File: src/rtl/uel_pkg.sv
package uel_pkg;

    // Register offsets on the configuration port
    localparam logic [7:0] DOWNSTREAM_RX_EQ_SELECT_OFS = 8'h20;
    localparam logic [7:0] UPSTREAM_RX_EQ_SELECT_OFS = 8'h21;
    localparam logic [7:0] LINK_MISC_CONTROL_OFS = 8'h22;

    // Values after reset
    localparam logic [7:0] DOWNSTREAM_RX_EQ_SELECT_RST = 8'h00;
    localparam logic [7:0] UPSTREAM_RX_EQ_SELECT_RST = 8'h00;
    localparam logic [7:0] LINK_MISC_CONTROL_RST = 8'h44;

    // Field positions
    localparam int SECOND_EQ_LSB = 4;
    localparam int FIRST_EQ_LSB = 0;
    localparam int HOST_EQ_LSB = 0;
    localparam int TERM_OFF_BIT = 7;
    localparam int LFPS_EQUALIZATION_APPLY_BIT = 6;
    localparam int DEBOUNCE_BIT = 5;
    localparam int DETECT_INHIBIT_BIT = 4;
    localparam int PERIOD_LSB = 2;
    localparam int WARM_SKIP_BIT = 1;
    localparam int COMPLIANCE_DIS_BIT = 0;

    // Times and derived cycle counts at 200 MHz
    localparam int CLK_PERIOD_PS = 5000;
    localparam int DEBOUNCE_US = 200;
    localparam int DETECT_6_MS = 6;
    localparam int DETECT_36_MS = 36;
    localparam int DETECT_84_MS = 84;
    localparam int DEBOUNCE_CYCLES = (DEBOUNCE_US * 1000000 + CLK_PERIOD_PS - 1) / CLK_PERIOD_PS;
    localparam int DETECT_6_CYCLES = DETECT_6_MS * 200000;
    localparam int DETECT_36_CYCLES = DETECT_36_MS * 200000;
    localparam int DETECT_84_CYCLES = DETECT_84_MS * 200000;

    localparam logic [1:0] PERIOD_RESERVED = 2'h0;
    localparam int SYNC_STAGES = 3;

    typedef struct packed {
        logic [3:0] secondEq;
        logic [3:0] firstEq;
        logic [3:0] hostEq;
    } uel_eq_type;

    typedef struct packed {
        logic termOff;
        logic detectInhibit;
        logic complianceDisable;
        logic warmDetectSkip;
        logic detectTick;
        logic lfpsExit;
    } uel_link_type;

endpackage : uel_pkg

File: src/rtl/uel_pin_sync.sv
module uel_pin_sync #(
    parameter int WIDTH = 4
) (
    // Clock and reset
    input wire logic clk,
    input wire logic reset_n,
    // Pins and synchronised result
    input wire logic [WIDTH-1:0] pinIn,
    output logic [WIDTH-1:0] pinOut
);
    import uel_pkg::*;

    logic [WIDTH-1:0] stage1_r;
    logic [WIDTH-1:0] stage2_r;
    logic [WIDTH-1:0] stage3_r;

    always_ff @(posedge clk or negedge reset_n) begin
        if (!reset_n) begin
            stage1_r <= '0;
            stage2_r <= '0;
            stage3_r <= '0;
            pinOut <= '0;
        end else begin
            stage1_r <= pinIn;
            stage2_r <= stage1_r;
            stage3_r <= stage2_r;
            // A change counts once the two late stages agree
            if (stage2_r == stage3_r) begin
                pinOut <= stage3_r;
            end
        end
    end

endmodule : uel_pin_sync

File: src/rtl/uel_interval_timer.sv
module uel_interval_timer (
    // Clock and reset
    input wire logic clk,
    input wire logic reset_n,
    // Control
    input wire logic [1:0] periodCode,
    input wire logic runEnable,
    // One-cycle tick when the interval elapses
    output logic tick
);
    import uel_pkg::*;

    logic [24:0] count_r;
    logic [24:0] limit;

    always_comb begin
        unique case (periodCode)
            2'h1: limit = 25'(DETECT_6_CYCLES - 1);
            2'h2: limit = 25'(DETECT_36_CYCLES - 1);
            2'h3: limit = 25'(DETECT_84_CYCLES - 1);
            // Reserved code runs at the shortest interval
            default: limit = 25'(DETECT_6_CYCLES - 1);
        endcase
    end

    always_ff @(posedge clk or negedge reset_n) begin
        if (!reset_n) begin
            count_r <= '0;
            tick <= 1'b0;
        end else if (!runEnable) begin
            count_r <= '0;
            tick <= 1'b0;
        end else if (count_r >= limit) begin
            count_r <= '0;
            tick <= 1'b1;
        end else begin
            count_r <= count_r + 25'h000_0001;
            tick <= 1'b0;
        end
    end

endmodule : uel_interval_timer

File: src/rtl/uel_rx_eq_link_regs.sv
// Summary of operation
// - Adaptive off: bits 7-4 of downstream register drive second receiver equalization.
// - Adaptive off: bits 3-0 of downstream register drive first receiver equalization.
// - Override clear: downstream fields read back the sampled downstream strap pins.
// - Override set: software writes downstream fields and they are applied.
// - Adaptive on, even algorithm, short channel: downstream fields are the settings.
// - Upstream bits 3-0 set host-facing equalization; bits 7-4 read zero.
// - Override clear: upstream field reads back the sampled upstream strap pins.
// - Override set: software writes to upstream field change host-facing equalization.
// - Link bit 7: zero keeps termination at detection start, one removes it.
// - Link bit 6: one applies programmed equalization on LFPS, zero forces zero.
// - Link bit 5 set: LFPS debounced 200us before low-power exit; clear: none.
// - Link bit 4 set suppresses receiver detection in U2/U3; clear allows it.
// - Link bits 3-2 select detect interval 6, 36 or 84 ms; reset code 1.
// - Link bit 1 set: skip detection after warm reset when polling seen.
// - Link bit 0 set disables compliance mode; clear lets the link decide.
// - Separate adaptive enable bit gates adaptive operation for downstream receivers.
// - Adaptive, even algorithm, long channel: long-channel fields supply the settings.
module uel_rx_eq_link_regs (
    // Clock and reset
    input wire logic clk,
    input wire logic reset_n,
    // Configuration port
    input wire logic cfgWrite,
    input wire logic cfgRead,
    input wire logic [7:0] cfgAddr,
    input wire logic [7:0] cfgWdata,
    output logic [7:0] cfgRdata,
    output logic cfgRvalid,
    // Neighbouring controls and adaptive results
    input wire logic software_eq_takeover,
    input wire logic adaptive_eq_enable,
    input wire logic [1:0] adaptive_eq_algorithm,
    input wire logic longChannelDetected,
    input wire logic [3:0] first_port_long_channel_eq,
    input wire logic [3:0] second_port_long_channel_eq,
    // Strap pins
    input wire logic [1:0] downstream_eq_strap_pins,
    input wire logic [1:0] upstream_eq_strap_pins,
    // Link state from the link state machine
    input wire logic lfpsReceiving,
    input wire logic lfpsPresent,
    input wire logic inLowPower,
    input wire logic warmResetActive,
    input wire logic warmResetPollingSeen,
    // Equalization applied to receivers
    output uel_pkg::uel_eq_type appliedEq,
    // Link management controls
    output uel_pkg::uel_link_type linkCtl
);
    import uel_pkg::*;

    logic [3:0] second_port_eq_level_r;
    logic [3:0] first_port_eq_level_r;
    logic [3:0] host_side_eq_level_r;
    logic [7:0] linkMisc_r;
    logic [1:0] dsStrap;
    logic [1:0] usStrap;
    logic strapLoaded_r;
    logic [3:0] secondSel;
    logic [3:0] firstSel;
    logic [3:0] hostSel;
    logic [15:0] debounceCnt_r;
    logic debounced_r;
    logic detectTick;
    logic warmSkip_r;
    logic timerRun;
    logic adaptiveEven;

    uel_pin_sync #(.WIDTH(4)) strapSync (
        .clk(clk),
        .reset_n(reset_n),
        .pinIn({downstream_eq_strap_pins, upstream_eq_strap_pins}),
        .pinOut({dsStrap, usStrap})
    );

    // Widen two-pin strap to a four-bit level
    function automatic logic [3:0] strapLevel(input logic [1:0] pins);
        strapLevel = {2'h0, pins};
    endfunction : strapLevel

    function automatic logic isWrite(input logic we, input logic [7:0] a, input logic [7:0] ofs);
        isWrite = we && (a == ofs);
    endfunction : isWrite

    // Downstream fields: strap when not overridden, software otherwise
    always_ff @(posedge clk or negedge reset_n) begin
        if (!reset_n) begin
            second_port_eq_level_r <= DOWNSTREAM_RX_EQ_SELECT_RST[7:4];
            first_port_eq_level_r <= DOWNSTREAM_RX_EQ_SELECT_RST[3:0];
        end else if (!software_eq_takeover) begin
            second_port_eq_level_r <= strapLevel(dsStrap);
            first_port_eq_level_r <= strapLevel(dsStrap);
        end else if (isWrite(cfgWrite, cfgAddr, DOWNSTREAM_RX_EQ_SELECT_OFS)) begin
            second_port_eq_level_r <= cfgWdata[SECOND_EQ_LSB +: 4];
            first_port_eq_level_r <= cfgWdata[FIRST_EQ_LSB +: 4];
        end
    end

    always_ff @(posedge clk or negedge reset_n) begin
        if (!reset_n) begin
            host_side_eq_level_r <= UPSTREAM_RX_EQ_SELECT_RST[3:0];
        end else if (!software_eq_takeover) begin
            host_side_eq_level_r <= strapLevel(usStrap);
        end else if (isWrite(cfgWrite, cfgAddr, UPSTREAM_RX_EQ_SELECT_OFS)) begin
            host_side_eq_level_r <= cfgWdata[HOST_EQ_LSB +: 4];
        end
    end

    // Set on the first clock after reset, before the strap has passed the synchroniser
    always_ff @(posedge clk or negedge reset_n) begin
        if (!reset_n) begin
            strapLoaded_r <= 1'b0;
        end else begin
            strapLoaded_r <= 1'b1;
        end
    end

    always_ff @(posedge clk or negedge reset_n) begin
        if (!reset_n) begin
            linkMisc_r <= LINK_MISC_CONTROL_RST;
        end else if (isWrite(cfgWrite, cfgAddr, LINK_MISC_CONTROL_OFS)) begin
            linkMisc_r <= cfgWdata;
        end
    end

    // Read path
    always_ff @(posedge clk or negedge reset_n) begin
        if (!reset_n) begin
            cfgRdata <= 8'h00;
            cfgRvalid <= 1'b0;
        end else begin
            cfgRvalid <= cfgRead;
            if (cfgRead) begin
                unique case (cfgAddr)
                    DOWNSTREAM_RX_EQ_SELECT_OFS:
                        cfgRdata <= {second_port_eq_level_r, first_port_eq_level_r};
                    UPSTREAM_RX_EQ_SELECT_OFS: cfgRdata <= {4'h0, host_side_eq_level_r};
                    LINK_MISC_CONTROL_OFS: cfgRdata <= linkMisc_r;
                    default: cfgRdata <= 8'h00;
                endcase
            end
        end
    end

    // Equalization selection
    assign adaptiveEven = adaptive_eq_enable && !adaptive_eq_algorithm[0];

    always_comb begin
        secondSel = second_port_eq_level_r;
        firstSel = first_port_eq_level_r;
        if (adaptiveEven && longChannelDetected) begin
            secondSel = second_port_long_channel_eq;
            firstSel = first_port_long_channel_eq;
        end
        // Short channel keeps the register fields
        hostSel = host_side_eq_level_r;
        if (lfpsReceiving && !linkMisc_r[LFPS_EQUALIZATION_APPLY_BIT]) begin
            secondSel = 4'h0;
            firstSel = 4'h0;
            hostSel = 4'h0;
        end
    end

    // Adaptive odd codes belong to the full-adaption engine outside; fields still drive it
    always_ff @(posedge clk or negedge reset_n) begin
        if (!reset_n) begin
            appliedEq <= '0;
        end else begin
            appliedEq.secondEq <= secondSel;
            appliedEq.firstEq <= firstSel;
            appliedEq.hostEq <= hostSel;
        end
    end

    // LFPS debounce before low-power exit
    always_ff @(posedge clk or negedge reset_n) begin
        if (!reset_n) begin
            debounceCnt_r <= '0;
            debounced_r <= 1'b0;
        end else if (!lfpsPresent || !inLowPower) begin
            debounceCnt_r <= '0;
            debounced_r <= 1'b0;
        end else if (debounceCnt_r >= 16'(DEBOUNCE_CYCLES - 1)) begin
            debounced_r <= 1'b1;
        end else begin
            debounceCnt_r <= debounceCnt_r + 16'h0001;
        end
    end

    // Polling during warm reset is remembered until a detection tick once reset and polling have both ended
    always_ff @(posedge clk or negedge reset_n) begin
        if (!reset_n) begin
            warmSkip_r <= 1'b0;
        end else if (warmResetActive && warmResetPollingSeen) begin
            warmSkip_r <= 1'b1;
        end else if (!warmResetActive && !warmResetPollingSeen) begin
            warmSkip_r <= warmSkip_r && !detectTick;
        end
    end

    assign timerRun = !(inLowPower && linkMisc_r[DETECT_INHIBIT_BIT]);

    uel_interval_timer detectTimer (
        .clk(clk),
        .reset_n(reset_n),
        .periodCode(linkMisc_r[PERIOD_LSB +: 2]),
        .runEnable(timerRun),
        .tick(detectTick)
    );

    always_ff @(posedge clk or negedge reset_n) begin
        if (!reset_n) begin
            linkCtl <= '0;
        end else begin
            linkCtl.termOff <= linkMisc_r[TERM_OFF_BIT];
            linkCtl.detectInhibit <= inLowPower && linkMisc_r[DETECT_INHIBIT_BIT];
            linkCtl.complianceDisable <= linkMisc_r[COMPLIANCE_DIS_BIT];
            linkCtl.warmDetectSkip <= linkMisc_r[WARM_SKIP_BIT] && warmSkip_r;
            linkCtl.detectTick <= detectTick && timerRun;
            linkCtl.lfpsExit <= inLowPower && lfpsPresent
                && (linkMisc_r[DEBOUNCE_BIT] ? debounced_r : 1'b1);
        end
    end

    chk_lfps_zero_eq: assert property (@(posedge clk) disable iff (!reset_n)
        (lfpsReceiving && !linkMisc_r[LFPS_EQUALIZATION_APPLY_BIT]) |=> appliedEq == '0)
        else $error("LFPS equalization not forced to zero");

    chk_lfps_keeps_eq: assert property (@(posedge clk) disable iff (!reset_n)
        (lfpsReceiving && linkMisc_r[LFPS_EQUALIZATION_APPLY_BIT])
        |=> appliedEq.hostEq == $past(host_side_eq_level_r))
        else $error("LFPS equalization not taken from field");

    chk_upper_bits_zero: assert property (@(posedge clk) disable iff (!reset_n)
        (cfgRead && cfgAddr == UPSTREAM_RX_EQ_SELECT_OFS) |=> cfgRdata[7:4] == 4'h0)
        else $error("Upstream reserved bits not zero");

    chk_strap_tracks: assert property (@(posedge clk) disable iff (!reset_n)
        (!software_eq_takeover && $stable(dsStrap))
        |=> first_port_eq_level_r == strapLevel($past(dsStrap)))
        else $error("Downstream field not following strap");

    chk_host_strap: assert property (@(posedge clk) disable iff (!reset_n)
        (!software_eq_takeover) |=> host_side_eq_level_r == strapLevel($past(usStrap)))
        else $error("Upstream field not following strap");

    chk_ds_hold: assert property (@(posedge clk) disable iff (!reset_n)
        (software_eq_takeover && !isWrite(cfgWrite, cfgAddr, DOWNSTREAM_RX_EQ_SELECT_OFS))
        |=> $stable({second_port_eq_level_r, first_port_eq_level_r}))
        else $error("Downstream field moved under override");

    chk_us_hold: assert property (@(posedge clk) disable iff (!reset_n)
        (software_eq_takeover && !isWrite(cfgWrite, cfgAddr, UPSTREAM_RX_EQ_SELECT_OFS))
        |=> $stable(host_side_eq_level_r))
        else $error("Upstream field moved under override");

    chk_sw_write_ds: assert property (@(posedge clk) disable iff (!reset_n)
        (software_eq_takeover && cfgWrite && cfgAddr == DOWNSTREAM_RX_EQ_SELECT_OFS)
        |=> {second_port_eq_level_r, first_port_eq_level_r} == $past(cfgWdata))
        else $error("Downstream write lost");

    chk_sw_write_us: assert property (@(posedge clk) disable iff (!reset_n)
        (software_eq_takeover && cfgWrite && cfgAddr == UPSTREAM_RX_EQ_SELECT_OFS)
        ##1 (software_eq_takeover && !lfpsReceiving)
        |=> appliedEq.hostEq == $past(cfgWdata[3:0], 2))
        else $error("Upstream write not applied");

    chk_fixed_second: assert property (@(posedge clk) disable iff (!reset_n)
        (!adaptive_eq_enable && !lfpsReceiving)
        |=> appliedEq.secondEq == $past(second_port_eq_level_r))
        else $error("Second receiver level not applied");

    chk_fixed_first: assert property (@(posedge clk) disable iff (!reset_n)
        (!adaptive_eq_enable && !lfpsReceiving)
        |=> appliedEq.firstEq == $past(first_port_eq_level_r))
        else $error("First receiver level not applied");

    chk_short_channel: assert property (@(posedge clk) disable iff (!reset_n)
        (adaptiveEven && !longChannelDetected && !lfpsReceiving)
        |=> {appliedEq.secondEq, appliedEq.firstEq}
            == $past({second_port_eq_level_r, first_port_eq_level_r}))
        else $error("Short channel setting not used");

    chk_long_channel: assert property (@(posedge clk) disable iff (!reset_n)
        (adaptiveEven && longChannelDetected && !lfpsReceiving)
        |=> appliedEq.firstEq == $past(first_port_long_channel_eq))
        else $error("Long channel setting not used");

    chk_long_second: assert property (@(posedge clk) disable iff (!reset_n)
        (adaptiveEven && longChannelDetected && !lfpsReceiving)
        |=> appliedEq.secondEq == $past(second_port_long_channel_eq))
        else $error("Second long channel setting not used");

    chk_link_write: assert property (@(posedge clk) disable iff (!reset_n)
        (cfgWrite && cfgAddr == LINK_MISC_CONTROL_OFS) |=> linkMisc_r == $past(cfgWdata))
        else $error("Link control write lost");

    chk_read_valid: assert property (@(posedge clk) disable iff (!reset_n)
        1'b1 |=> cfgRvalid == $past(cfgRead))
        else $error("Read valid not a one-cycle answer");

    chk_rdata_hold: assert property (@(posedge clk) disable iff (!reset_n)
        !cfgRead |=> $stable(cfgRdata))
        else $error("Read data moved without a read");

    chk_unmapped_read: assert property (@(posedge clk) disable iff (!reset_n)
        (cfgRead && cfgAddr != DOWNSTREAM_RX_EQ_SELECT_OFS
            && cfgAddr != UPSTREAM_RX_EQ_SELECT_OFS && cfgAddr != LINK_MISC_CONTROL_OFS)
        |=> cfgRdata == 8'h00)
        else $error("Unmapped read not zero");

    chk_no_debounce: assert property (@(posedge clk) disable iff (!reset_n)
        (!linkMisc_r[DEBOUNCE_BIT] && inLowPower && lfpsPresent) |=> linkCtl.lfpsExit)
        else $error("Undebounced exit missing");

    chk_debounce_hold: assert property (@(posedge clk) disable iff (!reset_n)
        (linkMisc_r[DEBOUNCE_BIT] && $rose(lfpsPresent)) |=> !linkCtl.lfpsExit)
        else $error("Exit before debounce");

    chk_debounce_done: assert property (@(posedge clk) disable iff (!reset_n)
        (linkMisc_r[DEBOUNCE_BIT] && inLowPower && lfpsPresent && debounced_r)
        |=> linkCtl.lfpsExit)
        else $error("Debounced exit missing");

    chk_inhibit_tick: assert property (@(posedge clk) disable iff (!reset_n)
        (inLowPower && linkMisc_r[DETECT_INHIBIT_BIT]) |=> !linkCtl.detectTick)
        else $error("Detection ran while inhibited");

    chk_inhibit_level: assert property (@(posedge clk) disable iff (!reset_n)
        1'b1 |=> linkCtl.detectInhibit == $past(inLowPower && linkMisc_r[DETECT_INHIBIT_BIT]))
        else $error("Detection inhibit level mismatch");

    chk_warm_skip_off: assert property (@(posedge clk) disable iff (!reset_n)
        !linkMisc_r[WARM_SKIP_BIT] |=> !linkCtl.warmDetectSkip)
        else $error("Warm reset detect skipped while not enabled");

    chk_warm_skip_set: assert property (@(posedge clk) disable iff (!reset_n)
        (linkMisc_r[WARM_SKIP_BIT] && warmResetActive && warmResetPollingSeen)
        ##1 linkMisc_r[WARM_SKIP_BIT] |=> linkCtl.warmDetectSkip)
        else $error("Warm reset detect skip missing");

    chk_compliance: assert property (@(posedge clk) disable iff (!reset_n)
        1'b1 |=> linkCtl.complianceDisable == $past(linkMisc_r[COMPLIANCE_DIS_BIT]))
        else $error("Compliance control mismatch");

    chk_term_start: assert property (@(posedge clk) disable iff (!reset_n)
        strapLoaded_r |=> linkCtl.termOff == $past(linkMisc_r[TERM_OFF_BIT]))
        else $error("Termination control mismatch");

endmodule : uel_rx_eq_link_regs

File: config.mk
export PLATFORM = sky130hd
export DESIGN_NAME = uel_rx_eq_link_regs
export DESIGN_NICKNAME = d
export VERILOG_FILES = /design/src/rtl/uel_pkg.sv /design/src/rtl/uel_pin_sync.sv /design/src/rtl/uel_interval_timer.sv /design/src/rtl/uel_rx_eq_link_regs.sv
export SDC_FILE = /design/constraint.sdc
export NUM_CORES = 1
export LEC_CHECK = 0
export ABC_AREA = 0
export BUFFER_PORTS_ARGS = -buffer_cell sky130_fd_sc_hd__buf_2
export CAP_MARGIN = 5
export CORE_MARGIN = 8
export CORE_UTILIZATION = 24
export DETAILED_ROUTE_END_ITERATION = 6
export GPL_TIMING_DRIVEN = 1
export PLACE_DENSITY = 0.49
export SETUP_SLACK_MARGIN = 0.5
export SYNTH_ARGS = -nofsm -noshare
export SYNTH_HDL_FRONTEND = slang
export SYNTH_SLANG_ARGS = --single-unit
File: constraint.sdc
create_clock -name clk -period 3.1 [get_ports clk]
set_input_delay 0 -clock clk [delete_from_list [all_inputs] [get_ports clk]]
set_output_delay 0 -clock clk [all_outputs]
set_load 0.005 [all_outputs]
==> results.md, run 1 <==
* Power Density at 506 nW/um2
* Sequential share of the synthesized area at 54.2%
* Die Y at 159 um
* 1st-iter DRT viols at 99
* TritonCTS Buffers at 9
* GRT overflow at 0
* Antenna-violating nets left at 0
* Status: finished clean
* Finish-stage setup viols at 0
* Area Overhead vs Synth at 23.7%
* Top delay family on crit path: compound AO/OA/AOI/OAI gates
* Synth Area in Compound Gates at 7.04%
* Worst-Margin Slew at 0.883 ns
* Post-Syn Area at 4940 um2
* Warnings, synthesis at 0
* Period utilisation layout at 74.9%
* Syn nets at 502
* Input/output buffers at 67
* Worst Path Buf+Inv at 1
* XOR/XNOR Fraction of Synth Area at 6.74%
* Post-CTS Repair Setup Buffers at 0
* DR WL/cell at 14.0 um
* Simple-gate share of the synthesized area at 16.4%
* Endpoints failing hold at 0
* Max cap viols at 0
* Crit-path max FO at 14
* Max Clock Freq at 431 MHz
* Die Width at 159 um
* Slew headroom at 41.0%
* Final Skew at 0.0101 ns
* Post-DP Area at 5570 um2
* Post-route minimum period at 2.32 ns
* Starting density of the core at 24.4%
* Placer Congestion at 0.781
* Post-synthesis register bit count at 107
* Worst EP arrival at 2.60 ns
* Worst setup EP type: register
* Synth cell types at 48
* Largest net degree at the start of global routing at 68
* Post-synth EDFFs at 0
* DR pass1 iterations at 4
* Die area at 25400 um2
* Drt via density at 4.35
* CTS max path bufs at 2
* Slew Limit Fails at 0
* Main synth FF type: dfrtp_1
* Row count at 52
* Crit Path Class: reg2reg
* CP peak stage delay at 0.55 ns
* Adder-Cell Fraction of Synth Area at 4.30%
* Max VDD drop at 0.000206 V
* Final std cells w/o fill at 809
* Fin util at 30.2%
* RSZ-0062 raised after global routing: false
* Req. time, crit path at 3.37 ns
* Global-route wire length before repair at 19400 um
* Clock transition at path regs at 0.07 ns
* Crit-path cells: nand2b_1, ha_1, a211o_1, a21o_1, a221oi_2, nand2_1, buf_4, nor2_1
* HPWL after DPL at 8390 um
* Core area at 20200 um2
* Placed Cells at 767
* Ports at 69
* Avg Cell Area, Syn at 11.2 um2
* Inserted Diodes at 0
* Initial antenna violation count at 0
* Nets at 593
* Skew-Pair Late Insertion Delay at 0.35 ns
* Slowest-stage cell, CP: dfstp_2
* Vias at 3516
* LEAKAGE at 0.00288 uW
* Root Buffer: clkbuf_16
* WL final at 11300 um
* H-tree depth at 3
* DRC viols at 0
* Post-synthesis mux area share at 8.28%
* CTS tree: built
* Syn Inst Count at 443
* Layout cells sized above 1 at 20.2%
* Fraction of registers with async set/reset at 100%
* CP Launch Type: register
* Hold Path Class: in2reg
* Setup_tns at 0 ns
* Largest family of logic cells by synthesized area: simple AND/OR/NAND/NOR gates
* Design area at 6110 um2
* CTS sink cnt at 107
* GRT Util Overall at 9.29%
* Vias in the first global route at 3806
==> registers in the layout (all words and copies together) (netlist names), 4 cells and up <==
name	flops
detectTimer.count_r	25
debounceCnt_r	16
appliedEq	12
cfgRdata	8
linkMisc_r	8
linkCtl	6
first_port_eq_level_r	4
host_side_eq_level_r	4
second_port_eq_level_r	4
strapSync.pinOut	4
strapSync.stage1_r	4
strapSync.stage2_r	4
strapSync.stage3_r	4
==> synth_stat cells, drive strengths merged, types with 2 or more instances <==
library cell / instances / share of area, %
and4b: 2 / 0.41
dfstp: 2 / 1.1
a211oi: 2 / 0.56
xor2: 21 / 3.7
nor2: 57 / 4.3
o22ai: 4 / 0.51
and3: 10 / 1.3
ha: 17 / 4.3
a21o: 5 / 0.76
mux2: 15 / 3.4
nand2: 19 / 1.4
nand4b: 2 / 0.35
inv: 17 / 1.3
and4: 5 / 0.89
nand4: 9 / 1.1
nor3: 4 / 0.61
xnor2: 17 / 3.0
buf: 6 / 0.79
a31oi: 2 / 0.25
clkbuf: 10 / 0.96
nor2b: 12 / 1.5
mux2i: 24 / 4.9
a21oi: 23 / 2.3
o21ai: 9 / 0.91
nor4: 4 / 0.81
dfrtp: 105 / 53
nand3: 23 / 2.3
and2: 4 / 0.51
==> repair_timing <==
action                                 4_1_cts  5_1_grt
setup endpoints to repair                    0       19
hold buffers                                26        0
resized for setup                            0        1
endpoints found under the hold margin       72        0
==> worst paths after layout <==
check                      slack [ns]  cells past startpoint                          endpoint                             from
max                              0.78                      8  detectTimer.count_r[6]$_DFF_PN0_        linkMisc_r[2]$_DFFE_PN1P_
min                             0.009                      4           cfgRdata[4]$_DFFE_PN0P_                       cfgAddr[3]
max reg2reg                      0.78                      8  detectTimer.count_r[6]$_DFF_PN0_        linkMisc_r[2]$_DFFE_PN1P_
min reg2reg                      0.35                      0   strapSync.stage2_r[3]$_DFF_PN0_  strapSync.stage1_r[3]$_DFF_PN0_
max in group asynchronous        2.14                      3         linkMisc_r[2]$_DFFE_PN1P_                          reset_n
min in group asynchronous        0.19                      2     debounceCnt_r[14]$_DFFE_PN0P_                          reset_n
==> cells by family (layout without fill, tap and decap cells) <==
family                     after synthesis  count (layout)
and+or+nand+nor                        155             155
buffers and inverters                   33             129
DFF                                    107             107
AOI/OAI and AO/OA                       54              54
muxes                                   39              39
adders and majority gates               17              17
xor gates and xnor gates                38              38
==> metrics by stage <==
| stage | hold WS, ns | worst slack [ns] | power [uW] |
|---|---|---|---|
| 4_1_cts | 0.00228 | 0.628 | 3150 |
| 5_1_grt | 0.0267 | 0.615 | 3270 |
| 3_5_place_dp | 0.0414 | 0.645 | 2010 |
| 6_report | 0.00853 | 0.778 | 3090 |
| 3_3_place_gp | 0.0308 | 0.709 | 2000 |
| 2_1_floorplan | -0.296 | 0.877 | 1850 |
==> tightest hold or removal path: cells and delay by family <==
family | cells | cell delay [ns]
AND/OR/NAND/NOR | 2 | 0.13
buffers and inverters | 1 | 0.11
AO/OA/AOI/OAI | 1 | 0.07
==> layout make-up <==
type,instances,area (um2)
fill,2075,14100
multi-input combinational,303,2120
sequential,107,2680
clock inverter,4,31.3
clock buffer,12,246
inverter,17,63.8
timing repair buffer,96,633
tap,270,338
==> report_power, final <==
| group | switching (uW) | internal [uW] |
|---|---|---|
| registers | 94.1 | 1520 |
| clock network | 511 | 575 |
| logic | 202 | 192 |
| total | 807 | 2280 |
==> cells in the final DEF (no fill, tap or decap), types with 3 or more instances in the layout <==
master	instances
a21o_1	5
a21oi_1	23
and2_1	4
and3_1	9
and4_1	5
buf_2	66
buf_4	3
clkbuf_16	9
dfrtp_1	105
dlygate4sd3_1	26
ha_1	17
inv_1	17
inv_6	3
mux2_2	15
mux2i_1	24
nand2_1	19
nand3_1	23
nand4_1	9
nor2_1	57
nor2b_1	12
nor4_1	3
o21ai_0	9
o22ai_1	4
xnor2_1	17
xor2_1	21
==> per-layer routing <==
layer | vias to the layer above | wire [um] | global-route usage (%)
met2 | 50 | 5500 | 15.6
met1 | 1733 | 5210 | 11.2
met4 | 0 | 203 | 3.64
met5 | - | 0 | 0
met3 | 12 | 390 | 2.35
li1 | 1721 | - | -
Power figures use the tool's default switching activity.
==> inputs of run 2 (changes only) <==
- clock period: 3.1 -> 2.4 ns (I/O delays scaled with it)
==> run 2 against run 1 <==
Fmax increased by 11%; sequential share of layout area decreased by 1.7 points; total power increased by 29%; worst hold slack improved by 0.0062 ns; non-clock buffer count increased by 13; setup slack got worse by 0.48 ns; combinational power increased by 36%; critical endpoint is now detectTimer.count_r[4]$_DFF_PN0_.
==> results.md, run 2 (same netlist as run 1, synthesis figures left out) <==
* H-tree depth at 3
* Row count at 52
* Die area at 25400 um2
* Worst Path Buf+Inv at 1
* Finish-stage setup viols at 0
* Final worst slack at 0.300 ns
* Vias in the first global route at 3768
* Power Density at 629 nW/um2
* Status: finished clean
* RSZ-0062 raised after global routing: true
* Largest regs: detectTimer.count_r (25), debounceCnt_r (16), appliedEq (12)
* Root Buffer: clkbuf_16
* Setup_tns at 0 ns
* Global-route wire length before repair at 19600 um
* Slew Limit Fails at 0
* Die Width at 159 um
* Design area at 6350 um2
* DR WL/cell at 14.3 um
* Worst setup EP type: register
* Slew headroom at 49.0%
* Inserted Diodes at 0
* Max cap viols at 0
* Drt via density at 4.34
* Post-DP Area at 5640 um2
* Antenna-violating nets left at 0
* Final Skew at 0.00757 ns
* Largest net degree at the start of global routing at 58
* Starting density of the core at 24.4%
* Ports at 69
* Pwr Total at 4000 uW
* Req. time, crit path at 2.68 ns
* Core area at 20200 um2
* Skew-Pair Late Insertion Delay at 0.35 ns
* 1st-iter DRT viols at 130
* Fin util at 31.4%
* Placer Congestion at 0.781
* R2R Path Start: linkMisc_r[2]$_DFFE_PN1P_
* Hold depth at 4
* Layout cells sized above 1 at 25.0%
* TritonCTS Buffers at 9
* Hold Path Class: in2reg
* CTS max path bufs at 2
* Crit-path cells: nand2b_4, ha_4, a211o_1, a21o_1, a221oi_4, nand2_2, buf_12, nor2_1
* GRT Util Overall at 9.54%
* Most frequent cells in the layout: dfrtp_1 (103), buf_2 (66), nor2_1 (55), dlygate4sd3_1 (26), mux2i_1 (24)
* WL final at 11800 um
* DR pass1 iterations at 4
* Place WS at 0.245 ns
* CTS tree: built
* LEAKAGE at 0.00292 uW
* Top delay family on crit path: compound AO/OA/AOI/OAI gates
* HPWL after DPL at 8730 um
* DRC viols at 0
* Min-delay src: cfgAddr[2]
* Vias at 3569
* Area Overhead vs Synth at 28.6%
* Post-route minimum period at 2.10 ns
* Most flops, register: detectTimer.count_r
* Crit Path Class: reg2reg
* Largest register FFs at 25
* Nets at 606
* Worst-Margin Slew at 0.765 ns
* Crit-path max FO at 16
* Die Y at 159 um
* Most common cell after layout, fill and taps aside: dfrtp_1
* Initial antenna violation count at 0
* CP peak stage delay at 0.55 ns
* Period utilisation layout at 87.5%
* R2r endpoint: detectTimer.count_r[4]$_DFF_PN0_
* Max Clock Freq at 476 MHz
* Max VDD drop at 0.000262 V
* R2r setup slk at 0.30 ns
* Slowest-stage cell, CP: dfstp_2
* Worst EP arrival at 2.38 ns
* Input/output buffers at 67
* Worst Hold End: cfgRdata[5]$_DFFE_PN0P_
* CP Launch Type: register
* R2R depth at 8
* GRT overflow at 0
* Endpoints failing hold at 0
* CTS sink cnt at 107
* Clock transition at path regs at 0.07 ns
[run 2: tightest hold or removal path: cells and delay by family]
kind                   cells  cell delay (ns)
AO/OA/AOI/OAI              1             0.08
buffers and inverters      1             0.11
AND/OR/NAND/NOR            2             0.13
[run 2: worst max-delay path by stage]
stage,start,endpoint,slack [ns],cells past startpoint
2_1_floorplan,linkMisc_r[2]$_DFFE_PN1P_,detectTimer.count_r[0]$_DFF_PN0_,0.46,8
3_3_place_gp,linkMisc_r[3]$_DFFE_PN0P_,detectTimer.count_r[11]$_DFF_PN0_,0.31,8
3_5_place_dp,linkMisc_r[3]$_DFFE_PN0P_,detectTimer.count_r[4]$_DFF_PN0_,0.24,8
4_1_cts,linkMisc_r[2]$_DFFE_PN1P_,detectTimer.count_r[4]$_DFF_PN0_,0.27,8
5_1_grt,linkMisc_r[2]$_DFFE_PN1P_,detectTimer.count_r[4]$_DFF_PN0_,0.22,8
6_report,linkMisc_r[2]$_DFFE_PN1P_,detectTimer.count_r[4]$_DFF_PN0_,0.30,8
[run 2: area by class of cell]
class                   count  area (um2)
fillers                  2069       13900
flip-flops and latches    107        2680
multi-input cells         303        2240
repair buffers            109         754
well taps                 270         338
clock buffers              11         233
inverters                  17        63.8
clock inverters             5        38.8
[run 2: where the power goes]
group / switching [uW] / total, uW / internal (uW) / leakage, uW
Sequential: 122 / 2080 / 1960 / 0.00140
Combinational: 274 / 537 / 263 / 0.00139
Clock: 664 / 1380 / 712 / 0.000131
[run 2: stage by stage]
step                hold slack [ns]  std cells
floorplan                    -0.296        443
global placement              0.110        771
detailed placement            0.124        771
CTS                         0.00811        818
global route                 0.0129        822
finish                       0.0147        822
[run 2: per-layer routing]
metal	up-vias	global-route usage (%)	part of all wire, %
met5	-	0	0
met4	0	4.67	2.7
met3	17	2.51	3.5
met2	55	15.7	47
met1	1749	11.3	47
li1	1748	-	-
[run 2: what timing repair did]
action | in CTS | in global routing
endpoints found under the setup margin | 35 | 38
buffers inserted | 5 | 4
pin swaps | 3 | 8
resized for setup | 5 | 19
hold endpoints to repair | 85 | 0
hold buffers | 26 | 0
